<file path="src/core/pmrw_consts.svh">
// constants for the power mode, reset and watchdog controller
// assumes a 25 MHz core clock
`ifndef PMRW_CONSTS_SVH
`define PMRW_CONSTS_SVH

`define PMRW_CLK_HZ          25000000
`define PMRW_WDT_WARN_MS     2000
`define PMRW_WDT_RESET_MS    4000
`define PMRW_WDT_WARN_CYC    ((`PMRW_CLK_HZ / 1000) * `PMRW_WDT_WARN_MS)
`define PMRW_WDT_RESET_CYC   ((`PMRW_CLK_HZ / 1000) * `PMRW_WDT_RESET_MS)
`define PMRW_SEQ_STEP_CYC    16
`define PMRW_CLKSEL_RST      2'h0
`define PMRW_MODE_RST        3'h0

`endif

</file>
<file path="src/core/pmrw_pkg.sv">
// types for the power mode, reset and watchdog controller
// assumes the constants header is included by users
package pmrw_pkg;

   typedef enum logic [2:0] {
      PMRW_MODE_ACTIVE = 3'h0,
      PMRW_MODE_IDLE   = 3'h1,
      PMRW_MODE_SLEEP  = 3'h2,
      PMRW_MODE_PDS    = 3'h3,
      PMRW_MODE_EXTENDED_POWER_DOWN_SLEEP   = 3'h4,
      PMRW_MODE_OFF    = 3'h5
   } pmrw_mode_e;

   // gray along off -> buck -> ldo -> wait stable -> run
   typedef enum logic [2:0] {
      PMRW_ST_OFF    = 3'h0,
      PMRW_ST_BUCK   = 3'h1,
      PMRW_ST_LDO    = 3'h3,
      PMRW_ST_STABLE = 3'h2,
      PMRW_ST_RUN    = 3'h6,
      PMRW_ST_LOWPWR = 3'h7
   } pmrw_state_e;

   typedef enum logic [1:0] {
      PMRW_SRC_LOWPWR = 2'h0,
      PMRW_SRC_ACCURATE = 2'h1,
      PMRW_SRC_CRYSTAL  = 2'h2
   } pmrw_clksrc_e;

endpackage

</file>
<file path="src/core/pmrw_power_ctrl.sv">
// power sequencer, low-power mode control, wake cause, watchdog, lockout
// assumes pins (external reset, brownout, gpio wake, stable flags) are asynchronous
`timescale 1ns/1ns
`include "pmrw_consts.svh"

module pmrw_power_ctrl #(
   parameter int unsigned WARN_CYC  = `PMRW_WDT_WARN_CYC,
   parameter int unsigned RESET_CYC = `PMRW_WDT_RESET_CYC,
   parameter int unsigned STEP_CYC  = `PMRW_SEQ_STEP_CYC,
   parameter int unsigned GPIO_W    = 8
) (
   // clock and reset
   input  wire logic              core_clk,
   input  wire logic              rstn,
   // pins from outside
   input  wire logic              extResetN,
   input  wire logic              brownoutLow,
   input  wire logic              ldoStable,
   input  wire logic [GPIO_W-1:0] gpioWake,
   // firmware control
   input  wire logic [1:0]        slowClkSel,
   input  wire logic              modeReqValid,
   input  wire logic [2:0]        modeReq,
   input  wire logic              cpuWfi,
   input  wire logic              wakeTimerExpired,
   input  wire logic [GPIO_W-1:0] gpioWakeEnable,
   input  wire logic              wakeCauseClear,
   input  wire logic              wdtEnable,
   input  wire logic              wdtKick,
   input  wire logic              lockoutFound,
   input  wire logic              lockoutValid,
   input  wire logic              debugEnableReq,
   input  wire logic              rawReadCmd,
   // supply and clock controls
   output logic                   buckEnable,
   output logic                   radioLdoEnable,
   output logic                   digitalLdoEnable,
   output logic                   ldoLowVoltage,
   output logic                   coreResetN,
   output logic                   shutdown,
   output logic [2:0]             slowClkSrcEn,
   output logic                   slowClkRun,
   output logic                   fastClkRun,
   output logic                   fastClkSlow,
   output logic                   periphClkGate,
   output logic                   radioPower,
   output logic                   corePower,
   output logic                   retentionPower,
   // status
   output logic [2:0]             currentMode,
   output logic                   wokeFromOff,
   output logic [GPIO_W-1:0]      wakeGpioCause,
   output logic                   wakeByTimer,
   output logic                   debugAccessEn,
   output logic                   rawReadAllow,
   output logic                   wdtWarnIrq
);

   // ********************************************
   // pin synchronisers
   // ********************************************
   localparam int unsigned SW = GPIO_W + 3;
   logic [SW-1:0] syncA_r;
   logic [SW-1:0] syncB_r;
   logic          extRstnS;
   logic          brownS;
   logic          stableS;
   logic [GPIO_W-1:0] gpioS;

   always_ff @(posedge core_clk) begin
      if (!rstn) begin
         syncA_r <= {SW{1'b0}};
         syncB_r <= {SW{1'b0}};
      end else begin
         syncA_r <= {gpioWake, ldoStable, brownoutLow, extResetN};
         syncB_r <= syncA_r;
      end
   end

   assign extRstnS = syncB_r[0];
   assign brownS   = syncB_r[1];
   assign stableS  = syncB_r[2];
   assign gpioS    = syncB_r[SW-1:3];

   // ********************************************
   // watchdog
   // ********************************************
   logic wdtResetReq;

   pmrw_watchdog #(
      .WARN_CYC  (WARN_CYC),
      .RESET_CYC (RESET_CYC)
   ) u_wdt (
      .core_clk    (core_clk),
      .rstn        (rstn),
      .wdtEnable   (wdtEnable && coreResetN),
      .wdtKick     (wdtKick),
      .wdtWarnIrq  (wdtWarnIrq),
      .wdtResetReq (wdtResetReq)
   );

   // ********************************************
   // sequencer and mode state
   // ********************************************
   pmrw_pkg::pmrw_state_e st_r;
   pmrw_pkg::pmrw_state_e st_nxt;
   logic [15:0]           step_r;
   logic [15:0]           step_nxt;
   logic [2:0]            mode_r;
   logic [2:0]            mode_nxt;
   logic [2:0]            pend_r;
   logic [2:0]            pend_nxt;
   logic                  pendV_r;
   logic                  pendV_nxt;
   logic                  offWake_r;
   logic                  offWake_nxt;
   logic [GPIO_W-1:0]     cause_r;
   logic [GPIO_W-1:0]     cause_nxt;
   logic                  causeTmr_r;
   logic                  causeTmr_nxt;
   logic                  wakeEv;
   logic [GPIO_W-1:0]     gpioHit;
   logic                  forceReset;

   assign gpioHit    = gpioS & gpioWakeEnable;
   assign wakeEv     = wakeTimerExpired || (|gpioHit);
   // brownout, external reset and watchdog reset all drop buck and regulators and restart from off
   assign forceReset = !extRstnS || brownS || wdtResetReq;

   always_comb begin
      st_nxt       = st_r;
      step_nxt     = step_r;
      mode_nxt     = mode_r;
      pend_nxt     = pend_r;
      pendV_nxt    = pendV_r;
      offWake_nxt  = offWake_r;
      cause_nxt    = cause_r;
      causeTmr_nxt = causeTmr_r;
      if (wakeCauseClear) begin
         offWake_nxt  = 1'b0;
         cause_nxt    = {GPIO_W{1'b0}};
         causeTmr_nxt = 1'b0;
      end
      if (modeReqValid) begin
         pend_nxt  = modeReq;
         pendV_nxt = 1'b1;
      end
      case (st_r)
         pmrw_pkg::PMRW_ST_OFF: begin
            step_nxt = 16'h0;
            st_nxt   = pmrw_pkg::PMRW_ST_BUCK;
         end
         pmrw_pkg::PMRW_ST_BUCK: begin
            step_nxt = step_r + 16'h1;
            if (step_r == 16'(STEP_CYC - 1)) begin
               step_nxt = 16'h0;
               st_nxt   = pmrw_pkg::PMRW_ST_LDO;
            end
         end
         pmrw_pkg::PMRW_ST_LDO: begin
            st_nxt = pmrw_pkg::PMRW_ST_STABLE;
         end
         pmrw_pkg::PMRW_ST_STABLE: begin
            if (stableS) begin
               st_nxt   = pmrw_pkg::PMRW_ST_RUN;
               mode_nxt = `PMRW_MODE_RST;
            end
         end
         pmrw_pkg::PMRW_ST_RUN: begin
            if (pendV_r && cpuWfi) begin
               pendV_nxt = modeReqValid;
               mode_nxt  = pend_r;
               if (pend_r != 3'(pmrw_pkg::PMRW_MODE_ACTIVE)) begin
                  st_nxt = pmrw_pkg::PMRW_ST_LOWPWR;
               end
            end
         end
         pmrw_pkg::PMRW_ST_LOWPWR: begin
            if (mode_r == 3'(pmrw_pkg::PMRW_MODE_IDLE) && !cpuWfi) begin
               mode_nxt = `PMRW_MODE_RST;
               st_nxt   = pmrw_pkg::PMRW_ST_RUN;
            end else if (wakeEv) begin
               mode_nxt = `PMRW_MODE_RST;
               if (mode_r == 3'(pmrw_pkg::PMRW_MODE_OFF)) begin
                  // full restart, cause kept; set beats clear
                  offWake_nxt  = 1'b1;
                  cause_nxt    = gpioHit;
                  causeTmr_nxt = wakeTimerExpired;
                  st_nxt       = pmrw_pkg::PMRW_ST_OFF;
               end else begin
                  st_nxt = pmrw_pkg::PMRW_ST_RUN;
               end
            end
         end
         default: begin
            st_nxt = pmrw_pkg::PMRW_ST_OFF;
         end
      endcase
      if (forceReset) begin
         st_nxt    = pmrw_pkg::PMRW_ST_OFF;
         mode_nxt  = `PMRW_MODE_RST;
         pendV_nxt = 1'b0;
         step_nxt  = 16'h0;
      end
   end

   always_ff @(posedge core_clk) begin
      if (!rstn) begin
         st_r       <= pmrw_pkg::PMRW_ST_OFF;
         step_r     <= 16'h0;
         mode_r     <= `PMRW_MODE_RST;
         pend_r     <= `PMRW_MODE_RST;
         pendV_r    <= 1'b0;
         offWake_r  <= 1'b0;
         cause_r    <= {GPIO_W{1'b0}};
         causeTmr_r <= 1'b0;
      end else begin
         st_r       <= st_nxt;
         step_r     <= step_nxt;
         mode_r     <= mode_nxt;
         pend_r     <= pend_nxt;
         pendV_r    <= pendV_nxt;
         offWake_r  <= offWake_nxt;
         cause_r    <= cause_nxt;
         causeTmr_r <= causeTmr_nxt;
      end
   end

   // ********************************************
   // lockout and debug gating
   // ********************************************
   logic lock_r;
   logic lock_nxt;
   logic dbg_r;
   logic dbg_nxt;

   always_comb begin
      lock_nxt = lock_r;
      dbg_nxt  = dbg_r;
      if (lockoutValid) begin
         lock_nxt = lockoutFound;
      end
      if (debugEnableReq && !lock_r && !(lockoutValid && lockoutFound)) begin
         dbg_nxt = 1'b1;
      end
      if (lock_r || (lockoutValid && lockoutFound)) begin
         dbg_nxt = 1'b0;
      end
      if (st_r != pmrw_pkg::PMRW_ST_RUN && st_r != pmrw_pkg::PMRW_ST_LOWPWR) begin
         dbg_nxt  = 1'b0;
         lock_nxt = 1'b0;
      end
   end

   always_ff @(posedge core_clk) begin
      if (!rstn) begin
         lock_r <= 1'b0;
         dbg_r  <= 1'b0;
      end else begin
         lock_r <= lock_nxt;
         dbg_r  <= dbg_nxt;
      end
   end

   // ********************************************
   // outputs
   // ********************************************
   logic inLow;
   logic [2:0] effMode;

   assign inLow   = (st_r == pmrw_pkg::PMRW_ST_LOWPWR);
   assign effMode = inLow ? mode_r : 3'(pmrw_pkg::PMRW_MODE_ACTIVE);

   always_comb begin
      buckEnable       = (st_r != pmrw_pkg::PMRW_ST_OFF);
      radioLdoEnable   = buckEnable && (st_r != pmrw_pkg::PMRW_ST_BUCK);
      digitalLdoEnable = radioLdoEnable;
      coreResetN       = (st_r == pmrw_pkg::PMRW_ST_RUN) || inLow;
      fastClkRun       = 1'b1;
      fastClkSlow      = 1'b0;
      periphClkGate    = 1'b0;
      ldoLowVoltage    = 1'b0;
      radioPower       = radioLdoEnable;
      corePower        = digitalLdoEnable;
      retentionPower   = 1'b1;
      slowClkRun       = 1'b1;
      case (effMode)
         3'(pmrw_pkg::PMRW_MODE_IDLE): begin
            fastClkSlow = 1'b1;
         end
         3'(pmrw_pkg::PMRW_MODE_SLEEP): begin
            fastClkRun    = 1'b0;
            periphClkGate = 1'b1;
            ldoLowVoltage = 1'b1;
         end
         3'(pmrw_pkg::PMRW_MODE_PDS): begin
            fastClkRun    = 1'b0;
            periphClkGate = 1'b1;
            radioPower    = 1'b0;
            corePower     = 1'b0;
         end
         3'(pmrw_pkg::PMRW_MODE_EXTENDED_POWER_DOWN_SLEEP): begin
            fastClkRun     = 1'b0;
            periphClkGate  = 1'b1;
            radioPower     = 1'b0;
            corePower      = 1'b0;
            ldoLowVoltage  = 1'b1;
         end
         3'(pmrw_pkg::PMRW_MODE_OFF): begin
            fastClkRun     = 1'b0;
            periphClkGate  = 1'b1;
            radioPower     = 1'b0;
            corePower      = 1'b0;
            retentionPower = 1'b0;
            slowClkRun     = 1'b0;
            buckEnable       = 1'b0;
            radioLdoEnable   = 1'b0;
            digitalLdoEnable = 1'b0;
         end
         default: begin
         end
      endcase
      slowClkSrcEn = 3'h0;
      if (slowClkRun) begin
         slowClkSrcEn = 3'h1 << slowClkSel;
      end
   end

   assign shutdown      = brownS;
   assign currentMode   = mode_r;
   assign wokeFromOff   = offWake_r;
   assign wakeGpioCause = cause_r;
   assign wakeByTimer   = causeTmr_r;
   assign debugAccessEn = dbg_r;
   assign rawReadAllow  = rawReadCmd && !lock_r;

endmodule // pmrw_power_ctrl

</file>
<file path="src/core/pmrw_watchdog.sv">
// two-stage watchdog: warning pulse, then reset pulse
// assumes the kick comes from logic on the same clock
`timescale 1ns/1ns
`include "pmrw_consts.svh"

module pmrw_watchdog #(
   parameter int unsigned WARN_CYC  = `PMRW_WDT_WARN_CYC,
   parameter int unsigned RESET_CYC = `PMRW_WDT_RESET_CYC
) (
   // clock and reset
   input  wire logic core_clk,
   input  wire logic rstn,
   // control
   input  wire logic wdtEnable,
   input  wire logic wdtKick,
   // events
   output logic      wdtWarnIrq,
   output logic      wdtResetReq
);

   logic [31:0] count_r;
   logic [31:0] count_nxt;
   logic        warn_r;
   logic        warn_nxt;
   logic        rst_r;
   logic        rst_nxt;

   always_comb begin
      count_nxt = count_r;
      warn_nxt  = 1'b0;
      rst_nxt   = 1'b0;
      if (!wdtEnable || wdtKick) begin
         count_nxt = 32'h0;
      end else if (count_r == RESET_CYC - 1) begin
         rst_nxt   = 1'b1;
         count_nxt = 32'h0;
      end else begin
         count_nxt = count_r + 32'h1;
         warn_nxt  = (count_r == WARN_CYC - 1);
      end
   end

   always_ff @(posedge core_clk) begin
      if (!rstn) begin
         count_r <= 32'h0;
         warn_r  <= 1'b0;
         rst_r   <= 1'b0;
      end else begin
         count_r <= count_nxt;
         warn_r  <= warn_nxt;
         rst_r   <= rst_nxt;
      end
   end

   assign wdtWarnIrq  = warn_r;
   assign wdtResetReq = rst_r;

endmodule // pmrw_watchdog

</file>
<file path="config.mk">
export PLATFORM = sky130hd
export DESIGN_NAME = pmrw_power_ctrl
export DESIGN_NICKNAME = d
export VERILOG_FILES = /design/src/core/pmrw_pkg.sv /design/src/core/pmrw_power_ctrl.sv /design/src/core/pmrw_watchdog.sv
export VERILOG_INCLUDE_DIRS = /design/src /design/src/core
export SDC_FILE = /design/constraint.sdc
export NUM_CORES = 1
export LEC_CHECK = 0
export BUFFER_PORTS_ARGS = -buffer_cell sky130_fd_sc_hd__buf_2
export CAP_MARGIN = 20
export CORE_AREA = 2 2 117 119
export CTS_BUF_LIST = sky130_fd_sc_hd__clkbuf_16
export DETAILED_ROUTE_END_ITERATION = 7
export DIE_AREA = 0 0 119 121
export PLACE_DENSITY = 0.53
export SETUP_SLACK_MARGIN = 0.5
export SLEW_MARGIN = 0
export SYNTH_ARGS = -nofsm -noshare
export SYNTH_HDL_FRONTEND = slang
export SYNTH_SLANG_ARGS = --single-unit
</file>
<file path="constraint.sdc">
create_clock -name core_clk -period 2.1 [get_ports core_clk]
set_input_delay 0.42 -clock core_clk [delete_from_list [all_inputs] [get_ports core_clk]]
set_output_delay 0.42 -clock core_clk [all_outputs]
set_load 0.05 [all_outputs]
</file>
---- After elaboration in Yosys (flattened, before gate mapping) ----
Cells that the tools add are included.
word-level totals
  flip-flop bits (word level) ............. 94
operators by class
  mux-type cells .......................... 44
  bitwise operators ....................... 2
  shift operators ......................... 1
  reductions and logical operators ........ 36
  add/subtract/negate cells ............... 2
  eq/ne operators ......................... 23
operators by type and width
  kind                                                    number
  two-way mux 8 bit                                       5
  two-way mux 3 bit                                       13
  adder 32 x 1 -> 32 bit (second input constant)          1
  equality test 32 x 26 -> 1 bit (second input constant)  1
  equality test 32 x 27 -> 1 bit (second input constant)  1
  case mux 16 bit (2 select lines)                        1
  two-way mux 1 bit                                       22
  case mux 3 bit (6 select lines)                         1
  adder 16 x 1 -> 16 bit (second input constant)          1
  equality test 16 x 4 -> 1 bit (second input constant)   1
  two-way mux 16 bit                                      1
  equality test 3 bit (second input constant)             5
  equality test 3 x 2 -> 1 bit (second input constant)    4
  equality test 3 x 1 -> 1 bit (second input constant)    3
  logical AND 1 bit                                       9
  case mux 3 bit (3 select lines)                         1
  nonzero test 3 bit                                      3
  OR reduction 3 bit                                      3
  AND 8 bit                                               1
  != test 2 bit (second input constant)                   4
  OR reduction 2 bit                                      4
  OR reduction 8 bit                                      1
  logical OR 1 bit                                        6
  != test 3 bit (second input constant)                   2
  10 further kinds                                        14

---- Logic depth before layout (Yosys ltp) ----
Gate-level depths: netlist of the first run.
  word-level depth ........................ 6
  depth in mapped cells ................... 7

---- Hierarchy ----
From an unflattened synthesis of the first run, not the netlist that was laid out.
unflattened totals
  cells, all modules ...................... 512
  area, all modules ....................... 4580.6 um^2
modules (own cells, without submodules)
  module           sequential area each (um^2)  cells an instance  area an instance (um^2)  times used
  pmrw_power_ctrl  1201.2                       318                2836.5                   1
  pmrw_watchdog    680.7                        194                1744.2                   1

---- Worst setup path before layout of the first run ----
No wires, ideal clock.
  path kind ............................... reg-to-output
  start point ............................. reg st_r[0]
  end point ............................... out fastClkSlow
  cell stages (with the launch flop) ...... 4
  data required time ...................... 1.680 ns
  data arrival time ....................... 2.384 ns
  setup slack ............................. -0.704 ns
  path through ............................ dfxtp_1 -> clkbuf_1 -> nand3_1 -> nor4b_1
on the way
  word-level cells in the longest chain between the ends .. 4
ends and longest elaborated chain
  what                          RTL line                source
  start, declared               pmrw_power_ctrl.sv:105  pmrw_pkg::pmrw_state_e st_r;
  start signal, assigned        pmrw_power_ctrl.sv:209  st_r <= pmrw_pkg::PMRW_ST_OFF;
  start signal, assigned        pmrw_power_ctrl.sv:218  st_r <= st_nxt;
  equality test 3 bit           pmrw_power_ctrl.sv:271  assign inLow = (st_r == pmrw_pkg::PMRW_ST_LOWPWR);
  two-way mux 3 bit             pmrw_power_ctrl.sv:272  assign effMode = inLow ? mode_r : 3'(pmrw_pkg::PMRW_MODE_ACTIVE);
  equality test 3 x 1 -> 1 bit  pmrw_power_ctrl.sv:287  case (effMode)
  two-way mux 1 bit             pmrw_power_ctrl.sv:287
  end, declared                 pmrw_power_ctrl.sv:44   output logic fastClkSlow,
No other way between the ends.

---- Final worst setup path of the first run ----
  start point ............................. reg mode_r[1], in the netlist currentMode[1]
  end point ............................... out retentionPower
on the way
  word-level cells in the longest chain between the ends .. 3
ends and longest elaborated chain
  what                    RTL line                source
  start, declared         pmrw_power_ctrl.sv:109  logic [2:0] mode_r;
  start signal, assigned  pmrw_power_ctrl.sv:211  mode_r <= `PMRW_MODE_RST;
  start signal, assigned  pmrw_power_ctrl.sv:220  mode_r <= mode_nxt;
  two-way mux 3 bit       pmrw_power_ctrl.sv:272
  equality test 3 bit     pmrw_power_ctrl.sv:287
  two-way mux 1 bit       pmrw_power_ctrl.sv:287
  end, declared           pmrw_power_ctrl.sv:48   output logic retentionPower,
No other way between the ends.

==> results of run 1 <==
-- flip-flops by register name, summed over array words and instances, names as in the netlist, 3 cells and up --
name,count
currentMode,3
pend_r,3
st_r,3
step_r,16
syncA_r,11
syncB_r,11
u_wdt.count_r,32
wakeGpioCause,8
-- final cells by class --
type / instances / area [um^2]
tap: 176 / 220
fill: 1222 / 6790
inverter: 11 / 52.6
clock buffer: 9 / 225
sequential: 94 / 1940
clock inverter: 7 / 72.6
timing repair buffer: 125 / 966
multi-input combinational: 359 / 2810
-- report_power, final --
part | switching (mW) | internal, mW
Combinational | 0.0895 | 0.0718
Clock | 0.704 | 0.925
Sequential | 0.00989 | 1.79
Total | 0.804 | 2.79
-- path summary, 6_finish.rpt --
kind                                        to  slack [ns]  cells past startpoint
hold / removal           syncA_r[3]$_SDFF_PN0_        0.28                      2
hold reg to reg          syncB_r[7]$_SDFF_PN0_        0.43                      1
setup / recovery                retentionPower        0.20                      5
setup reg to reg  u_wdt.count_r[22]$_SDFF_PP0_        0.22                      7
-- layout by cell type, fill, tap and decap left out, drive strengths merged, types with 9 or more instances in the layout --
cell type,instances
nand2,30
o21ai,14
a31oi,12
nand4,26
nor3,20
buf,125
and2,28
inv,9
or4,14
o31ai,13
dfxtp,94
mux2i,13
a21oi,9
nand3b,10
a211oi,21
clkbuf,9
and4,11
xor2,14
and3,10
nand3,25
nor2,21
-- cell families (layout without fill, tap and decap cells) --
| family | after synthesis | after routing | synth area share (%) |
|---|---|---|---|
| flops | 94 | 94 | 41.9 |
| simple gates | 238 | 240 | 33.3 |
| mux | 13 | 13 | 2.90 |
| buf+inv | 48 | 152 | 4.85 |
| fa+ha+maj | 2 | 2 | 0.557 |
| xor+xnor | 15 | 15 | 2.93 |
| compound gates | 89 | 89 | 13.6 |
-- critical path: stages, from the launching register on --
cell and delay [ns]:
sky130_fd_sc_hd__dfxtp_4 0.35, sky130_fd_sc_hd__nand4b_1 0.25, sky130_fd_sc_hd__nor2_4 0.15, sky130_fd_sc_hd__buf_12 0.14
sky130_fd_sc_hd__clkinvlp_4 0.10, sky130_fd_sc_hd__buf_6 0.16
-- metrics by stage --
step / instance area, um^2 / hold WS [ns] / total power, mW / setup slack [ns] / instances
after global placement: 5150 / 0.414 / 1.99 / 0.185 / 722
after CTS: 6080 / 0.267 / 3.64 / 0.213 / 772
after global routing: 6290 / 0.275 / 3.74 / 0.136 / 781
after floorplan: 4710 / 0.412 / 1.94 / 0.143 / 499
after detailed placement: 5150 / 0.419 / 1.99 / 0.0967 / 722
final: 6290 / 0.278 / 3.59 / 0.199 / 781
-- layer usage --
layer  vias up  track usage [%]  part of all wire (%)
met1      2045             21.3                    45
met5         -                0                     0
met3        24             5.17                   4.5
met4         0             4.91                   1.8
li1       2077                -                     -
met2       114             29.8                    49
-- what timing repair did --
action,4_1_cts,5_1_grt
endpoints found under the hold margin,0,0
pin swaps,14,11
gates cloned,6,1
setup endpoints to repair,74,78
setup buffers,28,8
gates resized for setup,92,30
==> qor.tcl, run 1 <==
set qor(min_period_ns) 1.90
set qor(worst_ep_required_time_ns) 1.68
set qor(crit_path_start) {currentMode[1]$_SDFFE_PP0P_}
set qor(effective_utilization_at_floorplan_pct) 34.3
set qor(synth_area_um2) 4490
set qor(design.die.area_um2) 14400
set qor(powerDensity_nw_per_um2) 571
set qor(postSynthNetCount) 537
set qor(number_of_instances_in_the_synthesized_netlist) 499
set qor(floorplan.rows) 42
set qor(coreArea_um2) 13100
set qor(grt_use_total_pct) 17.4
set qor(cts-root-buf) {sky130_fd_sc_hd__clkbuf_16}
set qor(dieHeight_um) 121
set qor(share_of_post_route_cells_with_drive_strength_above_1_pct) 41.7
set qor(grt_pass1_wl_mm) 20.3
set qor(timing.critical_path.arrival_ns) 1.48
set qor(timing.critical_path.from_type) {register}
set qor(num_vias) 4260
set qor(setup.worst_path.class) {reg2out}
set qor(syn_area_per_cell_um2) 9.00
set qor(critical_path.reg2reg.startpoint) {u_wdt.count_r[25]$_SDFF_PP0_}
set qor(post_drt_wl_per_cell_um) 16.0
set qor(max-cap-violations) 0
set qor(worstHoldPathType) {in2reg}
set qor(floorplan.io_pins) 68
set qor(placement.io_buffers) 67
set qor(tritoncts.num_buffers) 9
set qor(synth-seq-area-share_pct) 41.9
set qor(h-tree-depth) 3
set qor(hp-start) {gpioWake[0]}
set qor(setup_viol_count_final) 0
set qor(clk_pin_slew_ns) 0.07
set qor(detailed_routing_iterations_pass_1) 5
set qor(status) {finished, final reports clean}
set qor(synth.top_cell.area_share_pct) 41.9
set qor(ir_worst_vdd_mv) 0.582
set qor(synth-edff-count) 0
set qor(placer_s_final_routability_congestion_estimate) 0.829
set qor(fin_nets) 638
set qor(postSynthRegisterBits) 94
set qor(cts_num_sinks) 94
set qor(detail_route.drc_violations) 0
set qor(number_of_global_route_vias_before_repair) 4057
set qor(finalHoldViolCount) 0
set qor(fin_setup_tns_ns) 0
set qor(critPathCaptureType) {output port}
set qor(cts_tree) {yes}
set qor(yosys.cell_count.top_type) {sky130_fd_sc_hd__dfxtp_1}
set qor(largest_net_degree_at_the_start_of_global_routing) 45
set qor(timing.clock.skew_ns) 0.00727
set qor(post-synth-top-area-cell) {sky130_fd_sc_hd__dfxtp_1}
set qor(final_core_util_pct) 48.1
set qor(unrepaired_setup_endpoints_after_global_routing) {true}
set qor(dp.final_hpwl_mm) 7.66
set qor(layout-area-overhead-vs-synth_pct) 40.1
set qor(grt_remaining_overflow) 0
set qor(cts_buffer_depth) 2
set qor(maxClockFrequency_mhz) 526
set qor(postSynth.asyncResetShare_pct) 0
set qor(wl_mm) 12.5
set qor(antenna_found_initial) 0
set qor(timing.final.crit_share_pct) 90.5
set qor(slew-limit-headroom_pct) 59.8
set qor(timing_max_transition_violations_final) 0
set qor(leakage_nw) 2.25
set qor(clock_insertion_delay_worst_skew_ns) 0.34
set qor(fp.dieW_um) 119
set qor(synthTopCellsByCount) {sky130_fd_sc_hd__dfxtp_1, sky130_fd_sc_hd__nand2_1, sky130_fd_sc_hd__and2_1}
set qor(yosys.cell_types.count) 60
set qor(netlist_top_cells_area) {sky130_fd_sc_hd__dfxtp_1, sky130_fd_sc_hd__and2_1, sky130_fd_sc_hd__a211oi_1}
set qor(worstMarginPinSlew_ns) 0.593
set qor(yosys_warnings) 0
set qor(viasPerCell) 5.45
set qor(synth_flop_cell) {sky130_fd_sc_hd__dfxtp_1}
set qor(postCtsHoldBufs) 0
set qor(ant_nets) 0
set qor(drt_iter0_drc) 275
set qor(n_diodes) 0
set qor(path_max_fanout) 7
(Power assumes the default switching activity.)
==> inputs of run 2 (changes only) <==
--- a/config.mk
+++ b/config.mk
@@ -7,11 +7,11 @@
 export NUM_CORES = 1
 export LEC_CHECK = 0
 export BUFFER_PORTS_ARGS = -buffer_cell sky130_fd_sc_hd__buf_2
-export CAP_MARGIN = 20
 export CORE_AREA = 2 2 117 119
 export CTS_BUF_LIST = sky130_fd_sc_hd__clkbuf_16
 export DETAILED_ROUTE_END_ITERATION = 7
 export DIE_AREA = 0 0 119 121
+export GPL_TIMING_DRIVEN = 0
 export PLACE_DENSITY = 0.53
 export SETUP_SLACK_MARGIN = 0.5
 export SLEW_MARGIN = 0
==> constraint.sdc (replaced) <==
create_clock -name core_clk -period 1.8 [get_ports core_clk]
set_input_delay 0.36 -clock core_clk [delete_from_list [all_inputs] [get_ports core_clk]]
set_output_delay 0.36 -clock core_clk [all_outputs]
set_load 0.05 [all_outputs]
==> run 2 against run 1 <==
The flow now finishes with violations (negative setup slack); setup slack worse by 0.34 ns; final cell count up 6.0%; hold slack worse by 0.069 ns; first-iteration DRC count up 24%; cell area up 18%; sequential share of layout area down 4.4 points; wire length up 10%; non-clock buffer count up 48; combinational power up 36%; critical path type unchanged; highest routed layer unchanged.
==> qor.tcl, run 2 (synthesis results as in run 1) <==
set qor(timing.final.crit_share_pct) 108
set qor(registers_with_the_highest_flip_flop_counts) {u_wdt.count_r (32), step_r (16)}
set qor(min_period_ns) 1.94
set qor(timing.clock.skew_ns) 0.00851 ;# +0.00124 ns
set qor(timing.critical_path.from_type) {register}
set qor(post-route-worst-setup-slack_ns) -0.139 ;# -0.338 ns
set qor(postCtsHoldBufs) 0 ;# unchanged
set qor(setup_viol_count_final) 24 ;# +24
set qor(h-tree-depth) 3 ;# unchanged
set qor(worstMarginPinSlew_ns) 0.467 ;# -0.126 ns
set qor(crit_end) {radioLdoEnable}
set qor(drt_iter0_drc) 340 ;# +24%
set qor(n_diodes) 0 ;# unchanged
set qor(post_drt_wl_per_cell_um) 16.6 ;# +4.2%
set qor(setup.worst_path.class) {reg2out}
set qor(fp.dieW_um) 119 ;# unchanged
set qor(antenna_found_initial) 0 ;# unchanged
set qor(share_of_post_route_cells_with_drive_strength_above_1_pct) 51.2 ;# +9.6 points
set qor(path_max_fanout) 4 ;# -3
set qor(cts-root-buf) {sky130_fd_sc_hd__clkbuf_16}
set qor(wl_mm) 13.8 ;# +10%
set qor(dp.final_hpwl_mm) 8.21 ;# +7.2%
set qor(leakage_nw) 2.73 ;# +21%
set qor(globalRoute.busiestLayer) {met2}
set qor(clock_insertion_delay_worst_skew_ns) 0.35 ;# about the same
set qor(power.share.switching_pct) 24.5 ;# +2.1 points
set qor(fin_nets) 685 ;# +7.4%
set qor(ir_worst_vdd_mv) 0.374 ;# -36%
set qor(grt_use_total_pct) 19.5 ;# +2.1 points
set qor(detailed_routing_iterations_pass_1) 4 ;# -1
set qor(violations) {negative setup slack}
set qor(largest_register_ff_count) 32 ;# unchanged
set qor(ant_nets) 0 ;# unchanged
set qor(setup.reg_to_reg.worst_slack_ns) -0.06 ;# -0.28 ns
set qor(report.power.total_mw) 4.16 ;# +16%
set qor(critPathCaptureType) {output port}
set qor(worst_ep_required_time_ns) 1.44 ;# -0.24 ns
set qor(status) {complete, but fails checks}
set qor(area_of_all_sequential_standard_cells_um2) 1970 ;# +1.2%
set qor(switchingPower_mw) 1.02 ;# +27%
set qor(holdPathStages) 2 ;# unchanged
set qor(final_design_area_no_fill_um2) 7430 ;# +18%
set qor(met1_usage_pct) 25.1 ;# +3.8 points
set qor(viasPerCell) 5.37 ;# -1.6%
set qor(dpl-instance-area_um2) 5490 ;# +6.6%
set qor(groute.layer.met3.usage_pct) 4.56 ;# -0.61 points
set qor(unrepaired_setup_endpoints_after_global_routing) {true}
set qor(p_int_mw) 3.14 ;# +13%
set qor(gr-usage-met2_pct) 31.3 ;# +1.5 points
set qor(powerDensity_nw_per_um2) 561 ;# -1.9%
set qor(top_reg_by_flops) {u_wdt.count_r}
set qor(number_of_global_route_vias_before_repair) 4404 ;# +8.6%
set qor(tritoncts.num_buffers) 9 ;# unchanged
set qor(crit_path_start) {currentMode[1]$_SDFFE_PP0P_}
set qor(largest_net_degree_at_the_start_of_global_routing) 18 ;# -60%
set qor(num_vias) 4443 ;# +4.3%
set qor(maxClockFrequency_mhz) 516
set qor(clock_power_share_pct) 44.5 ;# -0.8 points
set qor(cts_num_sinks) 94 ;# unchanged
set qor(fin_setup_tns_ns) -0.995 ;# -0.995 ns
set qor(layout-area-overhead-vs-synth_pct) 65.4
set qor(clk_pin_slew_ns) 0.07 ;# about the same
set qor(critical_path.reg2reg.startpoint) {u_wdt.count_r[25]$_SDFF_PP0_}
set qor(ff2ff_path_depth) 8 ;# +1
set qor(r2r_end) {u_wdt.count_r[21]$_SDFF_PP0_}
set qor(grt_remaining_overflow) 0 ;# unchanged
set qor(cts_tree) {yes}
set qor(worstHoldPathType) {in2reg}
set qor(multi_input_area_um2) 3090 ;# +10%
set qor(floorplan.io_pins) 68 ;# unchanged
set qor(dp_worst_setup_slack_ns) -0.114 ;# -0.211 ns
set qor(filler_cell_count) 1087 ;# -11%
set qor(effective_utilization_at_floorplan_pct) 34.3 ;# unchanged
set qor(grt_pass1_wl_mm) 22.4 ;# +11%
set qor(design.die.area_um2) 14400 ;# unchanged
set qor(power_frac_seq_pct) 50.3 ;# about the same
set qor(timing.critical_path.arrival_ns) 1.58 ;# +0.10 ns
set qor(cts_buffer_depth) 2 ;# unchanged
set qor(layout.cells.non_filler) 828 ;# +6.0%
set qor(detail_route.drc_violations) 0 ;# unchanged
set qor(layout_common_cells) {sky130_fd_sc_hd__dfxtp_1, sky130_fd_sc_hd__buf_4, sky130_fd_sc_hd__buf_6}
set qor(placer_s_final_routability_congestion_estimate) 0.811 ;# -2.2%
set qor(dieHeight_um) 121 ;# unchanged
set qor(timing_max_transition_violations_final) 0 ;# unchanged
set qor(coreArea_um2) 13100 ;# unchanged
set qor(placement.io_buffers) 66 ;# -1.5%
set qor(max-cap-violations) 0 ;# unchanged
set qor(floorplan.rows) 42 ;# unchanged
set qor(finalHoldViolCount) 0 ;# unchanged
set qor(pwr-share-comb_pct) 5.3 ;# +0.8 points
set qor(layout_commonest_cell) {sky130_fd_sc_hd__dfxtp_1}
set qor(slew-limit-headroom_pct) 68.9 ;# +9.0 points
set qor(placed_cells_incl_taps) 741 ;# +2.6%
run 2: cell types whose count changed in the layout (fill, tap and decap cells not counted), sizes merged:
cell | before | now
buf | 125 | 152
clkbuf | 9 | 30
inv | 9 | 11
bufinv | 1 | 0
clkinv | 4 | 3
or3b | 2 | 1
run 2: final cells by class:
type	count	share of cell area, %
multi-input combinational	358	41.7
sequential	94	26.5
timing repair buffer	136	17.6
buffer	37	6.77
clock buffer	9	3.03
tap	176	2.96
clock inverter	7	0.808
inverter	11	0.707
run 2: metrics by stage:
stage          hold slack [ns]  utilization (%)
2_1_floorplan            0.411                -
3_3_place_gp             0.418             42.0
3_5_place_dp             0.417             42.0
4_1_cts                  0.197             54.2
5_1_grt                  0.200             56.8
6_report                 0.209             56.8
run 2: critical path, stage by stage (launching register included):
cell and delay (ns):
sky130_fd_sc_hd__dfxtp_4 0.34, sky130_fd_sc_hd__nand4b_1 0.24, sky130_fd_sc_hd__nor2_4 0.22, sky130_fd_sc_hd__buf_12 0.14
sky130_fd_sc_hd__nor2_4 0.03, sky130_fd_sc_hd__buf_6 0.11, sky130_fd_sc_hd__buf_8 0.14
run 2: worst min-delay path by stage:
stage,endpoint,start
floorplan,syncB_r[1]$_SDFF_PN0_,syncA_r[1]$_SDFF_PN0_
global placement,syncB_r[8]$_SDFF_PN0_,syncA_r[8]$_SDFF_PN0_
detailed placement,syncB_r[1]$_SDFF_PN0_,syncA_r[1]$_SDFF_PN0_
CTS,syncA_r[10]$_SDFF_PN0_,gpioWake[7]
global route,syncA_r[10]$_SDFF_PN0_,gpioWake[7]
finish,syncA_r[10]$_SDFF_PN0_,gpioWake[7]
run 2: what timing repair did:
item / 4_1_cts / 5_1_grt
pin swaps: 41 / 33
setup buffers: 49 / 12
setup endpoints to repair: 98 / 88
gates resized for setup: 175 / 64
gates cloned: 9 / 1
run 2: metal layers:
layer / vias to the layer above / wire, um
met2: 82 / 6670
met3: 24 / 438
li1: 2183 / -
met1: 2154 / 6380
met5: - / 0
met4: 0 / 291
run 2: power groups by stage:
| stage | Sequential (mW) | Combinational [mW] | Clock [mW] |
|---|---|---|---|
| 3_5_place_dp | 2.16 | 0.176 | 0 |
| 5_1_grt | 2.10 | 0.237 | 2.00 |
| 4_1_cts | 2.10 | 0.210 | 1.90 |
| 3_3_place_gp | 2.16 | 0.174 | 0 |
| 6_report | 2.09 | 0.219 | 1.85 |
| 2_1_floorplan | 2.16 | 0.0993 | 0 |
